<file path="config.mk">
export PLATFORM = sky130hd
export DESIGN_NAME = acsrc_ctrl
export DESIGN_NICKNAME = d
export VERILOG_FILES = /design/src/acsrc_pkg.sv /design/src/acsrc_ctrl.sv
export SDC_FILE = /design/constraint.sdc
export NUM_CORES = 1
export LEC_CHECK = 0
export ABC_CLOCK_PERIOD_IN_PS = 4150
export BUFFER_PORTS_ARGS = -buffer_cell sky130_fd_sc_hd__clkbuf_2
export CELL_PAD_IN_SITES_DETAIL_PLACEMENT = 0
export CELL_PAD_IN_SITES_GLOBAL_PLACEMENT = 1
export CORE_MARGIN = 4
export CORE_UTILIZATION = 43
export CTS_CLUSTER_SIZE = 25
export DETAILED_ROUTE_END_ITERATION = 10
export GPL_TIMING_DRIVEN = 0
export PLACE_DENSITY = 0.84
export SLEW_MARGIN = 40
export SYNTH_ARGS = -nofsm -noshare
export SYNTH_HDL_FRONTEND = slang
export SYNTH_SLANG_ARGS = --single-unit
export TNS_END_PERCENT = 100
</file>
<file path="constraint.sdc">
create_clock -name clk_sys -period 4.15 [get_ports clk_sys]
set_input_delay 0.83 -clock clk_sys [delete_from_list [all_inputs] [get_ports clk_sys]]
set_output_delay 0.83 -clock clk_sys [all_outputs]
set_load 0.005 [all_outputs]
</file>
<file path="src/acsrc_pkg.sv">
// Constants, register map and state encoding of the converter control
// block. Assumes one module clock, which also paces the converter steps.
//
// Operation
// - Converter stays powered off after reset
// - analog_off powers down; zero keeps enabled
// - Offset and gain calibration alternate per calibration run
// - State field shows startup calibration completion
// - Startup calibration lasts 1920 converter cycles
// - Calibration runs before, after, or disabled
// - Idle timer counts 128 times (max+1)
// - load_event_sw write starts source directly
// - Gate signal blocks conversion requests
// - Single-shot once per trigger; autoscan repeats
// - Trigger from 15 inputs, gate from 16
// - Scan descends from highest pending channel
// - Overwrite mode copies select into pending
// - Combine mode ORs select into pending
// - Conversion start clears its pending bit
// - Last conversion with none pending signals done
// - Autoscan turns done into new load
// - Pending write copies select, loads automatically
// - Inactive gate keeps pending bits intact
// - Gate mode 00 disables; pending_clear empties
// - Done sets flag; software set and clear
// - Pulse chosen service request line on event
package acsrc_pkg;

   // ==========================================================
   // Sizes
   localparam int CH_N    = 8;
   localparam int CH_W    = 3;
   localparam int TRIG_N  = 15;
   localparam int GATE_N  = 16;
   localparam int SEL_W   = 4;
   localparam int NODE_N  = 4;
   localparam int NODE_W  = 2;
   localparam int ADDR_W  = 8;
   localparam int DATA_W  = 32;

   // ==========================================================
   // Register offsets (byte addresses)
   localparam logic [7:0] OFF_CONV_CFG  = 8'h00;
   localparam logic [7:0] OFF_GLOB_CFG  = 8'h04;
   localparam logic [7:0] OFF_CAL_CTRL  = 8'h08;
   localparam logic [7:0] OFF_TRIG_CTRL = 8'h0c;
   localparam logic [7:0] OFF_MODE_CTRL = 8'h10;
   localparam logic [7:0] OFF_CH_SEL    = 8'h14;
   localparam logic [7:0] OFF_CH_PEND   = 8'h18;
   localparam logic [7:0] OFF_EVT_FLAG  = 8'h1c;
   localparam logic [7:0] OFF_EVT_NODE  = 8'h20;

   // ==========================================================
   // Field positions
   localparam int F_ANALOG_OFF = 0;   // converter_cfg_reg
   localparam int F_CAL_MODE   = 4;   // converter_cfg_reg, 2 bits
   localparam int F_CAL_STATE  = 8;   // converter_cfg_reg, 2 bits, RO
   localparam int F_STARTUP_CAL_START      = 0;   // global_cfg_reg and calib_ctrl_reg
   localparam int F_CAL_MAX    = 8;   // calib_ctrl_reg, 8 bits
   localparam int F_TRIG_SEL   = 0;   // scan_trigger_ctrl, 4 bits
   localparam int F_TRIG_EDGE  = 4;   // scan_trigger_ctrl, 2 bits
   localparam int F_GATE_SEL   = 8;   // scan_trigger_ctrl, 4 bits
   localparam int F_GATE_MODE  = 0;   // scan_mode_ctrl, 2 bits
   localparam int F_TRIG_EN    = 2;
   localparam int F_AUTOSCAN   = 3;
   localparam int F_MERGE      = 4;
   localparam int F_PEND_CLR   = 8;   // write 1 only
   localparam int F_LOAD_SW    = 9;   // write 1 only
   localparam int F_FLAG       = 0;   // event_flag_reg: read flag, w1 set
   localparam int F_FLAG_CLR   = 16;  // event_flag_reg: w1 clear
   localparam int F_NODE       = 0;   // event_node_pointer, 2 bits
   localparam int F_IRQ_EN     = 4;

   // ==========================================================
   // Reset values
   localparam logic       RST_ANALOG_OFF = 1'b1;
   localparam logic [7:0] RST_CAL_MAX    = 8'hff;

   // ==========================================================
   // Encodings
   localparam logic [1:0] CAL_AFTER    = 2'h0;
   localparam logic [1:0] CAL_BEFORE   = 2'h1;
   localparam logic [1:0] CAL_DISABLED = 2'h2;
   localparam logic [1:0] CST_NONE     = 2'h0;
   localparam logic [1:0] CST_RUNNING  = 2'h1;
   localparam logic [1:0] CST_READY    = 2'h2;
   localparam logic [1:0] GATE_OFF     = 2'h0;
   localparam logic [1:0] GATE_ALWAYS  = 2'h1;
   localparam logic [1:0] GATE_HIGH    = 2'h2;
   localparam logic [1:0] GATE_LOW     = 2'h3;
   localparam logic [1:0] EDGE_NONE    = 2'h0;
   localparam logic [1:0] EDGE_RISE    = 2'h1;
   localparam logic [1:0] EDGE_FALL    = 2'h2;
   localparam logic [1:0] EDGE_BOTH    = 2'h3;

   // ==========================================================
   // Timing counts (converter cycles)
   localparam logic [10:0] STARTUP_CAL_START_CYCLES  = 11'd1920;
   localparam logic [3:0]  OFFSET_CYCLES = 4'd9;
   localparam logic [3:0]  GAIN_CYCLES   = 4'd12;
   localparam int          IDLE_PRESCALE = 128;
   localparam logic [6:0]  IDLE_PRE_FILL = 7'(IDLE_PRESCALE - 1);

   // ==========================================================
   // Stepper states, Gray along idle-conv-cal
   typedef enum logic [1:0] {
      ST_IDLE  = 2'b00,
      ST_CONV  = 2'b01,
      ST_CAL   = 2'b11,
      ST_STARTUP_CAL_START = 2'b10
   } acsrc_state_t;

endpackage : acsrc_pkg

</file>
<file path="src/acsrc_ctrl.sv">
// Converter power, calibration stepper and channel scan request source.
// Assumes a converter that takes conv_start with conv_channel and
// answers with a conv_done pulse; trigger and gate pins are asynchronous.
module acsrc_ctrl (
   // Clock and reset
   input  wire logic                          clk_sys,
   input  wire logic                          rst_n,
   // Register port
   input  wire logic [acsrc_pkg::ADDR_W-1:0]  reg_addr,
   input  wire logic [acsrc_pkg::DATA_W-1:0]  reg_wdata,
   input  wire logic                          reg_wr,
   input  wire logic                          reg_rd,
   output logic      [acsrc_pkg::DATA_W-1:0]  reg_rdata,
   // Trigger and gate pins
   input  wire logic [acsrc_pkg::TRIG_N-1:0]  trigger_inputs,
   input  wire logic [acsrc_pkg::GATE_N-1:0]  gating_inputs,
   // Converter side
   output logic                               analog_power_on,
   output logic                               conv_start,
   output logic      [acsrc_pkg::CH_W-1:0]    conv_channel,
   input  wire logic                          conv_done,
   output logic                               cal_run,
   output logic                               cal_gain,
   // Service requests
   output logic      [acsrc_pkg::NODE_N-1:0]  service_request_line
);
   import acsrc_pkg::*;

   // ==========================================================
   // Decoders
   function automatic logic [CH_N-1:0] dec_onehot(input logic [CH_W-1:0] i);
      dec_onehot = '0;
      dec_onehot[i] = 1'b1;
   endfunction : dec_onehot

   function automatic logic [CH_W-1:0] top_channel(input logic [CH_N-1:0] p);
      top_channel = '0;
      for (int k = 0; k < CH_N; k++) begin
         if (p[k]) begin
            top_channel = CH_W'(k);
         end
      end
   endfunction : top_channel

   // ==========================================================
   // Registers and state
   logic                analog_off;
   logic [1:0]          cal_mode;
   logic [1:0]          cal_state;
   logic [7:0]          cal_max;
   logic [SEL_W-1:0]    trig_sel;
   logic [1:0]          trig_edge;
   logic [SEL_W-1:0]    gate_sel;
   logic [1:0]          gate_mode;
   logic                trig_en;
   logic                autoscan;
   logic                merge;
   logic [CH_N-1:0]     ch_sel;
   logic [CH_N-1:0]     ch_pend;
   logic                evt_flag;
   logic [NODE_W-1:0]   node_ptr;
   logic                irq_en;
   acsrc_state_t        state;
   acsrc_state_t        next_state;
   logic [10:0]         startup_cal_start_cnt;
   logic [3:0]          cal_cnt;
   logic                cal_fresh;
   logic                cal_due;
   logic [14:0]         idle_cnt;
   logic [TRIG_N-1:0]   trig_s1;
   logic [TRIG_N-1:0]   trig_s2;
   logic [TRIG_N-1:0]   trig_s3;
   logic [GATE_N-1:0]   gate_s1;
   logic [GATE_N-1:0]   gate_s2;

   // ==========================================================
   // Write decode
   wire wr_conv  = reg_wr & (reg_addr == OFF_CONV_CFG);
   wire wr_glob  = reg_wr & (reg_addr == OFF_GLOB_CFG);
   wire wr_cal   = reg_wr & (reg_addr == OFF_CAL_CTRL);
   wire wr_trig  = reg_wr & (reg_addr == OFF_TRIG_CTRL);
   wire wr_mode  = reg_wr & (reg_addr == OFF_MODE_CTRL);
   wire wr_sel   = reg_wr & (reg_addr == OFF_CH_SEL);
   wire wr_pend  = reg_wr & (reg_addr == OFF_CH_PEND);
   wire wr_flag  = reg_wr & (reg_addr == OFF_EVT_FLAG);
   wire wr_node  = reg_wr & (reg_addr == OFF_EVT_NODE);

   // Write-one actions
   wire startup_cal_start_req = (wr_glob | wr_cal) & reg_wdata[F_STARTUP_CAL_START];
   wire pend_clr  = wr_mode & reg_wdata[F_PEND_CLR];
   wire sw_load   = wr_mode & reg_wdata[F_LOAD_SW];
   wire flag_set  = wr_flag & reg_wdata[F_FLAG];
   wire flag_clr  = wr_flag & reg_wdata[F_FLAG_CLR];

   // ==========================================================
   // Pin synchronisers; first stage feeds only the second
   always_ff @(posedge clk_sys) begin
      if (!rst_n) begin
         trig_s1 <= '0;
         trig_s2 <= '0;
         trig_s3 <= '0;
         gate_s1 <= '0;
         gate_s2 <= '0;
      end else begin
         trig_s1 <= trigger_inputs;
         trig_s2 <= trig_s1;
         trig_s3 <= trig_s2;
         gate_s1 <= gating_inputs;
         gate_s2 <= gate_s1;
      end
   end

   // ==========================================================
   // Trigger edge and gate selection
   // Select code 15 has no trigger behind it and reads as low
   wire [GATE_N-1:0] trig_now = {1'b0, trig_s2};
   wire [GATE_N-1:0] trig_old = {1'b0, trig_s3};
   wire trig_lvl  = trig_now[trig_sel];
   wire trig_prev = trig_old[trig_sel];
   wire trig_rise = trig_lvl & ~trig_prev;
   wire trig_fall = ~trig_lvl & trig_prev;
   wire trig_hit  = ((trig_edge == EDGE_RISE) & trig_rise) |
                    ((trig_edge == EDGE_FALL) & trig_fall) |
                    ((trig_edge == EDGE_BOTH) & (trig_rise | trig_fall));
   wire hw_load   = trig_en & trig_hit;
   wire gate_lvl  = gate_s2[gate_sel];
   // Gate only withholds requests; pending bits are untouched
   wire gate_ok   = (gate_mode == GATE_ALWAYS) |
                    ((gate_mode == GATE_HIGH) & gate_lvl) |
                    ((gate_mode == GATE_LOW) & ~gate_lvl);

   // ==========================================================
   // Request issue and sequence end
   wire ready     = ~analog_off & (cal_state == CST_READY);
   wire req_ok    = ready & gate_ok & (ch_pend != '0) & ~cal_due;
   wire need_pre  = (cal_mode == CAL_BEFORE) & ~cal_fresh;
   wire issue     = (state == ST_IDLE) & req_ok & ~need_pre;
   wire [CH_W-1:0] issue_ch = top_channel(ch_pend);
   wire in_conv   = (state == ST_CONV);
   wire src_done  = in_conv & conv_done & (ch_pend == '0);
   wire conv_end  = in_conv & conv_done;
   wire cal_end   = (state == ST_CAL) & (cal_cnt == 4'd1);
   wire startup_cal_start_end = (state == ST_STARTUP_CAL_START) & (startup_cal_start_cnt == 11'd1);

   // ==========================================================
   // Pending bit update: issue clears, then clear, then load
   wire auto_load = src_done & autoscan;
   wire load_evt  = sw_load | hw_load | wr_pend | auto_load;
   wire [CH_N-1:0] load_pat = wr_pend ? reg_wdata[CH_N-1:0] : ch_sel;
   wire [CH_N-1:0] issue_mask = issue ? dec_onehot(issue_ch) : '0;
   wire [CH_N-1:0] pend_base  = pend_clr ? '0 :
                                (ch_pend & ~issue_mask);
   wire [CH_N-1:0] next_pend  = ~load_evt ? pend_base :
                                merge ? (pend_base | load_pat) :
                                load_pat;

   // ==========================================================
   // Idle calibration timer enable and reload value
   wire timer_on  = ready & (cal_mode != CAL_DISABLED);
   wire timer_ld  = cal_end | startup_cal_start_end;
   wire [14:0] timer_init = {cal_max, IDLE_PRE_FILL};

   // ==========================================================
   // Stepper next state; power-down abandons any step
   always_comb begin
      next_state = state;
      case (state)
         ST_IDLE: begin
            if (startup_cal_start_req & ~analog_off & (cal_state != CST_RUNNING)) begin
               next_state = ST_STARTUP_CAL_START;
            end else if (issue) begin
               next_state = ST_CONV;
            end else if (req_ok & need_pre) begin
               next_state = ST_CAL;
            end else if (cal_due & ready) begin
               next_state = ST_CAL;
            end
         end
         ST_STARTUP_CAL_START: begin
            if (startup_cal_start_end) begin
               next_state = ST_IDLE;
            end
         end
         ST_CONV: begin
            if (conv_done) begin
               next_state = (cal_mode == CAL_AFTER) ? ST_CAL : ST_IDLE;
            end
         end
         ST_CAL: begin
            if (cal_end) begin
               next_state = ST_IDLE;
            end
         end
         default: begin
            next_state = ST_IDLE;
         end
      endcase
      if (analog_off) begin
         next_state = ST_IDLE;
      end
   end

   // ==========================================================
   // Stepper, counters and calibration progress
   always_ff @(posedge clk_sys) begin
      if (!rst_n) begin
         state     <= ST_IDLE;
         startup_cal_start_cnt <= '0;
         cal_cnt   <= '0;
         cal_gain  <= 1'b0;
         cal_fresh <= 1'b0;
         cal_state <= CST_NONE;
      end else begin
         state <= next_state;
         if (next_state == ST_STARTUP_CAL_START && state != ST_STARTUP_CAL_START) begin
            startup_cal_start_cnt <= STARTUP_CAL_START_CYCLES;
            cal_state <= CST_RUNNING;
         end else if (state == ST_STARTUP_CAL_START) begin
            startup_cal_start_cnt <= startup_cal_start_cnt - 11'd1;
            if (analog_off) begin
               cal_state <= CST_NONE;
            end else if (startup_cal_start_end) begin
               cal_state <= CST_READY;
            end
         end
         if (next_state == ST_CAL && state != ST_CAL) begin
            cal_cnt <= cal_gain ? GAIN_CYCLES : OFFSET_CYCLES;
         end else if (state == ST_CAL) begin
            cal_cnt <= cal_cnt - 4'd1;
         end
         if (cal_end) begin
            cal_gain <= ~cal_gain;
         end
         if (issue) begin
            cal_fresh <= 1'b0;
         end else if (cal_end) begin
            cal_fresh <= 1'b1;
         end
      end
   end

   // Idle timer; a pending expiry waits for the stepper
   always_ff @(posedge clk_sys) begin
      if (!rst_n) begin
         idle_cnt <= '0;
         cal_due  <= 1'b0;
      end else if (timer_ld) begin
         idle_cnt <= timer_init;
         cal_due  <= 1'b0;
      end else if (timer_on && !cal_due) begin
         idle_cnt <= idle_cnt - 15'd1;
         cal_due  <= (idle_cnt == '0);
      end
   end

   // ==========================================================
   // Configuration registers
   always_ff @(posedge clk_sys) begin
      if (!rst_n) begin
         analog_off <= RST_ANALOG_OFF;
         cal_mode   <= CAL_AFTER;
         cal_max    <= RST_CAL_MAX;
         trig_sel   <= '0;
         trig_edge  <= EDGE_NONE;
         gate_sel   <= '0;
         gate_mode  <= GATE_OFF;
         trig_en    <= 1'b0;
         autoscan   <= 1'b0;
         merge      <= 1'b0;
         node_ptr   <= '0;
         irq_en     <= 1'b0;
      end else begin
         if (wr_conv) begin
            analog_off <= reg_wdata[F_ANALOG_OFF];
            cal_mode   <= reg_wdata[F_CAL_MODE +: 2];
         end
         if (wr_cal) begin
            cal_max <= reg_wdata[F_CAL_MAX +: 8];
         end
         if (wr_trig) begin
            trig_sel  <= reg_wdata[F_TRIG_SEL +: SEL_W];
            trig_edge <= reg_wdata[F_TRIG_EDGE +: 2];
            gate_sel  <= reg_wdata[F_GATE_SEL +: SEL_W];
         end
         if (wr_mode) begin
            gate_mode <= reg_wdata[F_GATE_MODE +: 2];
            trig_en   <= reg_wdata[F_TRIG_EN];
            autoscan  <= reg_wdata[F_AUTOSCAN];
            merge     <= reg_wdata[F_MERGE];
         end
         if (wr_node) begin
            node_ptr <= reg_wdata[F_NODE +: NODE_W];
            irq_en   <= reg_wdata[F_IRQ_EN];
         end
      end
   end

   // ==========================================================
   // Channel select and pending bits
   always_ff @(posedge clk_sys) begin
      if (!rst_n) begin
         ch_sel  <= '0;
         ch_pend <= '0;
      end else begin
         if (wr_sel | wr_pend) begin
            ch_sel <= reg_wdata[CH_N-1:0];
         end
         ch_pend <= next_pend;
      end
   end

   // ==========================================================
   // Event flag: hardware set beats a same-cycle clear
   always_ff @(posedge clk_sys) begin
      if (!rst_n) begin
         evt_flag <= 1'b0;
      end else if (src_done | flag_set) begin
         evt_flag <= 1'b1;
      end else if (flag_clr) begin
         evt_flag <= 1'b0;
      end
   end

   // ==========================================================
   // Converter request and service request pulses
   wire srq_fire = (src_done & irq_en) | flag_set;
   wire [CH_N-1:0] node_hot = dec_onehot({1'b0, node_ptr});
   always_ff @(posedge clk_sys) begin
      if (!rst_n) begin
         conv_start           <= 1'b0;
         conv_channel         <= '0;
         service_request_line <= '0;
         analog_power_on      <= 1'b0;
         cal_run              <= 1'b0;
      end else begin
         conv_start <= issue;
         if (issue) begin
            conv_channel <= issue_ch;
         end
         service_request_line <= srq_fire ? node_hot[NODE_N-1:0] : '0;
         analog_power_on      <= ~analog_off;
         cal_run              <= (next_state == ST_CAL) |
                                 (next_state == ST_STARTUP_CAL_START);
      end
   end

   // ==========================================================
   // Read mux; unmapped offsets read zero
   wire [DATA_W-1:0] rd_conv = DATA_W'({cal_state, 2'b00, cal_mode,
                                        3'b000, analog_off});
   wire [DATA_W-1:0] rd_cal  = DATA_W'({cal_max, 8'h00});
   wire [DATA_W-1:0] rd_trig = DATA_W'({gate_sel, 2'b00, trig_edge, trig_sel});
   wire [DATA_W-1:0] rd_mode = DATA_W'({merge, autoscan, trig_en, gate_mode});
   wire [DATA_W-1:0] rd_node = DATA_W'({irq_en, 2'b00, node_ptr});
   wire [DATA_W-1:0] rd_word =
      (reg_addr == OFF_CONV_CFG)  ? rd_conv :
      (reg_addr == OFF_CAL_CTRL)  ? rd_cal  :
      (reg_addr == OFF_TRIG_CTRL) ? rd_trig :
      (reg_addr == OFF_MODE_CTRL) ? rd_mode :
      (reg_addr == OFF_CH_SEL)    ? DATA_W'(ch_sel)  :
      (reg_addr == OFF_CH_PEND)   ? DATA_W'(ch_pend) :
      (reg_addr == OFF_EVT_FLAG)  ? DATA_W'(evt_flag) :
      (reg_addr == OFF_EVT_NODE)  ? rd_node : '0;

   // Data valid only in the cycle after the strobe
   always_ff @(posedge clk_sys) begin
      if (!rst_n) begin
         reg_rdata <= '0;
      end else begin
         reg_rdata <= reg_rd ? rd_word : '0;
      end
   end

endmodule : acsrc_ctrl

</file>
* Word-level counts from Yosys, hierarchy flattened
Index checks and enable logic that the tools add are counted.
Storage, ports and cells: bits in registers 202, word-level logic and storage cells 225, output and inout port bits 43, input bits 76
Cells by class: order comparisons 6, multiplexer cells 53, equality and inequality tests 27, reduce and logical (&&, ||, !) cells 29, bitwise logic cells 67, add/sub/neg operators 3
Operator list (number):
- $mux W8 | 8
- $and A1 B1 Y1 | 40
- $eq A8 B5 Y1 const B | 4
- $mux W15 | 2
- $mux W11 | 2
- $mux W2 | 11
- $mux W3 | 7
- $eq A2 B2 Y1 const B | 9
- $eq A8 B4 Y1 const B | 2
- $logic_not A8 Y1 | 2
- $mux W16 | 1
- $logic_not A15 Y1 | 1
- $sub A15 B1 Y15 const B | 1
- $or A1 B1 Y1 | 14
- $bmux W1 S4 | 3
- $mux W12 | 1
- $eq A11 B1 Y1 const B | 1
- $sub A11 B1 Y11 const B | 1
- $lt A4 B5 Y1 const B | 2
- $mux W1 | 10
- $mux W10 | 1
- $mux W5 | 2
- $not A1 Y1 | 10
- $reduce_bool A2 Y1 | 5
- other kinds (29) | 45

* Logic depth before layout (Yosys ltp)
word-level depth 18, depth in mapped cells 16, gate-level depth less buffers 15

* Worst setup path after synthesis
No wires, ideal clock.
path kind register -> register, from register trig_sel[0], to register ch_pend[1], setup time 0.091 ns, cell stages (with the launch flop) 16, buffers on the path 1, clock period less this slack 3.525 ns, setup slack 0.625 ns, required time 4.059 ns, arrival 3.434 ns, path through dfxtp_1 buf_1 mux4_2 nor2b_1 a211oi_1 a21o_1 inv_1 ha_1 nand2_1 o211ai_1 a21boi_0 a221o_2 nor2_1 a2bb2oi_1 a221oi_1 a311oi_1
On the way: word-level cells in the longest chain between the ends 12, elaborated cells on any way between the ends 19, those cells by class mux (5); bitwise (14)
RTL lines:
- from (decl) | line acsrc_ctrl.sv:51 | logic [SEL_W-1:0] trig_sel;
- from (signal assigned) | line acsrc_ctrl.sv:281 | trig_sel <= reg_wdata[F_TRIG_SEL +: SEL_W];
- $bmux W1 S4, on equally long branches | line acsrc_ctrl.sv:119, acsrc_ctrl.sv:118
- $mux W1, on equally long branches | line acsrc_ctrl.sv:119, acsrc_ctrl.sv:118
- $not A1 Y1, on equally long branches | line acsrc_ctrl.sv:120, acsrc_ctrl.sv:121
- $and A1 B1 Y1, on equally long branches | line acsrc_ctrl.sv:120, acsrc_ctrl.sv:121
- $and A1 B1 Y1, or another cell as far along | line acsrc_ctrl.sv:122 | wire trig_hit = ((trig_edge == EDGE_RISE) & trig_rise) |
- $or A1 B1 Y1 / $and A1 B1 Y1 (equally long branches) | line acsrc_ctrl.sv:122, acsrc_ctrl.sv:124
- $or A1 B1 Y1 * | line acsrc_ctrl.sv:123 | ((trig_edge == EDGE_FALL) & trig_fall) |
- $and A1 B1 Y1 * | line acsrc_ctrl.sv:125 | wire hw_load = trig_en & trig_hit;
- $or A1 B1 Y1 * (3 in a row) | line acsrc_ctrl.sv:148 | wire load_evt = sw_load | hw_load | wr_pend | auto_load;
- $mux W8 * | line acsrc_ctrl.sv:153 | wire [CH_N-1:0] next_pend = ~load_evt ? pend_base :
- to (signal assigned) | line acsrc_ctrl.sv:308 | ch_pend <= next_pend;
- to (decl) | line acsrc_ctrl.sv:59 | logic [CH_N-1:0] ch_pend;
Mark *: on every way between the ends. The rest lies on a longest branch, timed or not. The select of a mux whose other input is x is not followed. A chain may end at the register's enable or synchronous reset.

* Worst setup path after layout
from register trig_sel[1], to register ch_pend[1]
Same word-level chain as after synthesis.

==> key figures <==
Logic synthesis
  • Synthesized area: 0.00761 mm^2
  • Post-synth top flop: dfxtp_1
  • Netlist cell types: between 70 and 80
  • Number of synthesized flops with an enable pin: 0
  • Area leader, netlist: dfxtp_1
  • Async SR Flop Fraction: 0
  • Top post-synthesis cells by count: dfxtp_1 (186), nand2_1 (97), and2_1 (85)
  • Post-Syn Instances: about 820
  • Ys Warns: 0
  • Top post-synthesis cells by area: dfxtp_1 (49%), and2_1 (7.0%), nand2_1 (4.8%)
  • Syn Area/Cell: 9.34 um^2
  • Post-synth top area share: 0.489
  • Yosys reg bits: ~190
  • Register area share after synthesis: 0.489
  • Most numerous cell in the Yosys netlist: dfxtp_1

GRT
  • Initial antenna violation count: 1
  • First-pass GRT wire length: between 30 and 40 mm
  • Total global routing track utilization: 0.192
  • Global route overflow: 0
  • Pin count of the biggest net entering global routing: 22
  • Vias in the first global route: approximately 5,700

STA
  • RSZ-0062 raised after global routing: false
  • Minimum hold slack: 432 ps
  • F_max: 265 MHz
  • Final min period: approximately 3800 ps
  • Fin Clk Skew: approximately 13 ps
  • Relative slew slack: 0.431
  • Crit share post-route: 0.909
  • Slew Viols, Final: 0
  • Slew @ Worst Pin: about 840 ps
  • Hold Fails Final Rpt: 0
  • Endpoints failing setup: 0

Routing
  • Uppermost layer routed: met5
  • Via count: 6,087
  • Metal2 WL: 8.35 mm
  • Met3 WL: ~1.4 mm
  • 1st-pass router iterations: 5
  • Vias per cell: ~5.2
  • Initial DRC Count: between 300 and 400
  • Routed Antenna Nets: 0
  • Avg WL per Cell: 16.1 um
  • Number of remaining DRC errors: 0
  • Routed WL: between 15 and 20 mm
  • Met1 wire length: between 8 and 9 mm

Finish
  • Share of layout cells above drive strength 1: 0.185
  • Antenna Diode Count: 0
  • Fin nets: just over 1,000
  • Area delta synth->final: 18.4%
  • Finished Layout Cells: ~1,200

Clock network
  • Hold-fix buffers at CTS: 0
  • Inserted Clock Buffers: 17
  • # H-tree levels: 4
  • Reg clk slew, reported paths: roughly 80 ps
  • Clock Root Buffer: clkbuf_16
  • Skew-Pair Late Insertion Delay: around 440 ps
  • Clock Tree Buf Depth: 2
  • Sink Count: 186
  • Clock tree from TritonCTS: done
  • Post-CTS setup buffer count: 0

Worst setup path
  • Worst Path Buf+Inv: 2
  • Crit path DAT: ~4100 ps
  • Cell family with most CP delay: compound AO/OA/AOI/OAI gates
  • Crit Path Max Fanout: 10
  • Crit start category: register
  • Critical Path RT: between 4000 and 5000 ps
  • Critical path class: register to register
  • Crit-path cells: clkbuf_1 -> mux4_2 -> nor2b_1 -> a211oi_1 -> a21o_1 -> inv_1 -> ha_1 -> nand2_1 -> o211ai_1 -> a21boi_0 -> a221o_2 -> nor2_1 -> a2bb2oi_2 -> a221oi_1 -> a311oi_1
  • R2r setup slk: between 300 and 400 ps
  • CP Capture Type: register
  • Crit-path max cell delay: 500 ps
  • CP max-delay cell: clkbuf_1

Power
  • Net Sw Power: between 900 and 1000 uW
  • Cell Pwr Density: ~400 mW/mm^2
  • Maximum vdd ir drop: approximately 340 uV
  • Int Pwr: 2700 uW
  • Clock power frac: 0.456
  • Reg power frac: 0.505
  • Switching Fraction: 0.252
  • Comb power frac: 0.039
  • P_leak: between 0.003 and 0.004 uW

Min path
  • Worst Hold Class: register to register

Job
  • Max Cap Viol: 0

Floorplanning
  • Die Height: around 140 um
  • Starting Density: 0.440
  • Row count: 48
  • Core footprint: 0.0173 mm^2
  • Die Wd: roughly 140 um
  • Die Area: 0.0199 mm^2
  • IO Pins: approximately 120

Status
  • Outcome: complete, no violations

Place
  • Dpl cells: about 1,100
  • PortBufs: 86
  • DPL Wire Length: about 14 mm
  • Routability cong.: ~0.9
## power groups by stage
stage               Combinational, uW  Clock (uW)  Sequential, uW
floorplan                        77.0           0            1860
global route                      158        1760            1830
detailed placement                140           0            1870
finish                            142        1650            1820
global placement                  140           0            1860
CTS                               141        1670            1820
## state kept, by name, summed over array words and instances, names as in the netlist, 3 cells and up
name and count:
trig_s3 15, conv_channel 3, service_request_line 4, ch_sel 8, gate_s1 16, startup_cal_start_cnt 11
trig_s2 15, cal_cnt 4, idle_cnt 15, reg_rdata 16, trig_sel 4, cal_max 8
trig_s1 15, ch_pend 8, gate_sel 4, gate_s2 16
## stage by stage
step	setup WS (ps)	util	area (um^2)	setup TNS [ps]	total power, uW
finish	376	0.521	9010	0	3610
global route	13.3	0.521	9010	0	3740
CTS	161	0.520	9000	0	3640
detailed placement	-78.7	0.484	8380	-204	2010
global placement	-47.2	0.484	8380	-102	2000
floorplan	625	-	7670	0	1940
## worst paths after layout
path / start / to / depth (start not counted)
hold / removal: gate_s1[4] / gate_s2[4] / 1
setup reg to reg: trig_sel[1] / ch_pend[1] / 15
hold reg to reg: gate_s1[4] / gate_s2[4] / 1
setup / recovery: trig_sel[1] / ch_pend[1] / 15
## worst register-to-register path, delay by kind of cell (launching register included)
family | cells | cell delay [ps]
adder cells (fa/ha/maj) | 1 | 260
buffers and inverters | 2 | 550
multiplexers | 1 | 420
AND/OR/NAND/NOR | 3 | 370
flip-flops | 1 | 350
AO/OA/AOI/OAI | 8 | 1740
## layer usage
layer,vias to the layer above,track usage
met1,2801,0.260
li1,3043,-
met3,32,0.0536
met5,-,0
met2,209,0.295
met4,2,0.0668
## cells by family after synthesis
kind of cell,share of synthesized area
adders and majority gates,0.0115
DFF,0.489
xor gates and xnor gates,0.0230
and+or+nand+nor,0.249
AOI/OAI and AO/OA,0.131
muxes,0.0501
other,0.000493
buffers and inverters,0.0454
## what timing repair did
action                                 in CTS  in global routing
gates cloned                                0                  0
gates resized for setup                     1                  1
setup endpoints to repair                   5                  8
endpoints found under the hold margin       0                  0
## final cells by class
type                            count  area (um^2)
Fill cell                        1635         8280
Sequential cell                   186         3720
Multi-Input combinational cell    574         3610
Timing Repair Buffer               86          430
Clock buffer                       17          425
Tap cell                          225          282
Buffer                             52          279
Clock inverter                     15          196
Inverter                           18         67.6
## layout by cell type, fill, tap and decap left out, drive strengths merged, types with 11 or more instances in the layout
cell type  count
nand2         97
nor2          67
nor4          14
a21oi         42
and2          86
conb          16
dfxtp        186
mux2i         19
nand3         33
clkbuf       134
xnor2         11
inv           24
buf           21
a211oi        15
a31oi         12
a22oi         16
nor3          20
Power figures use the tool's default switching activity.
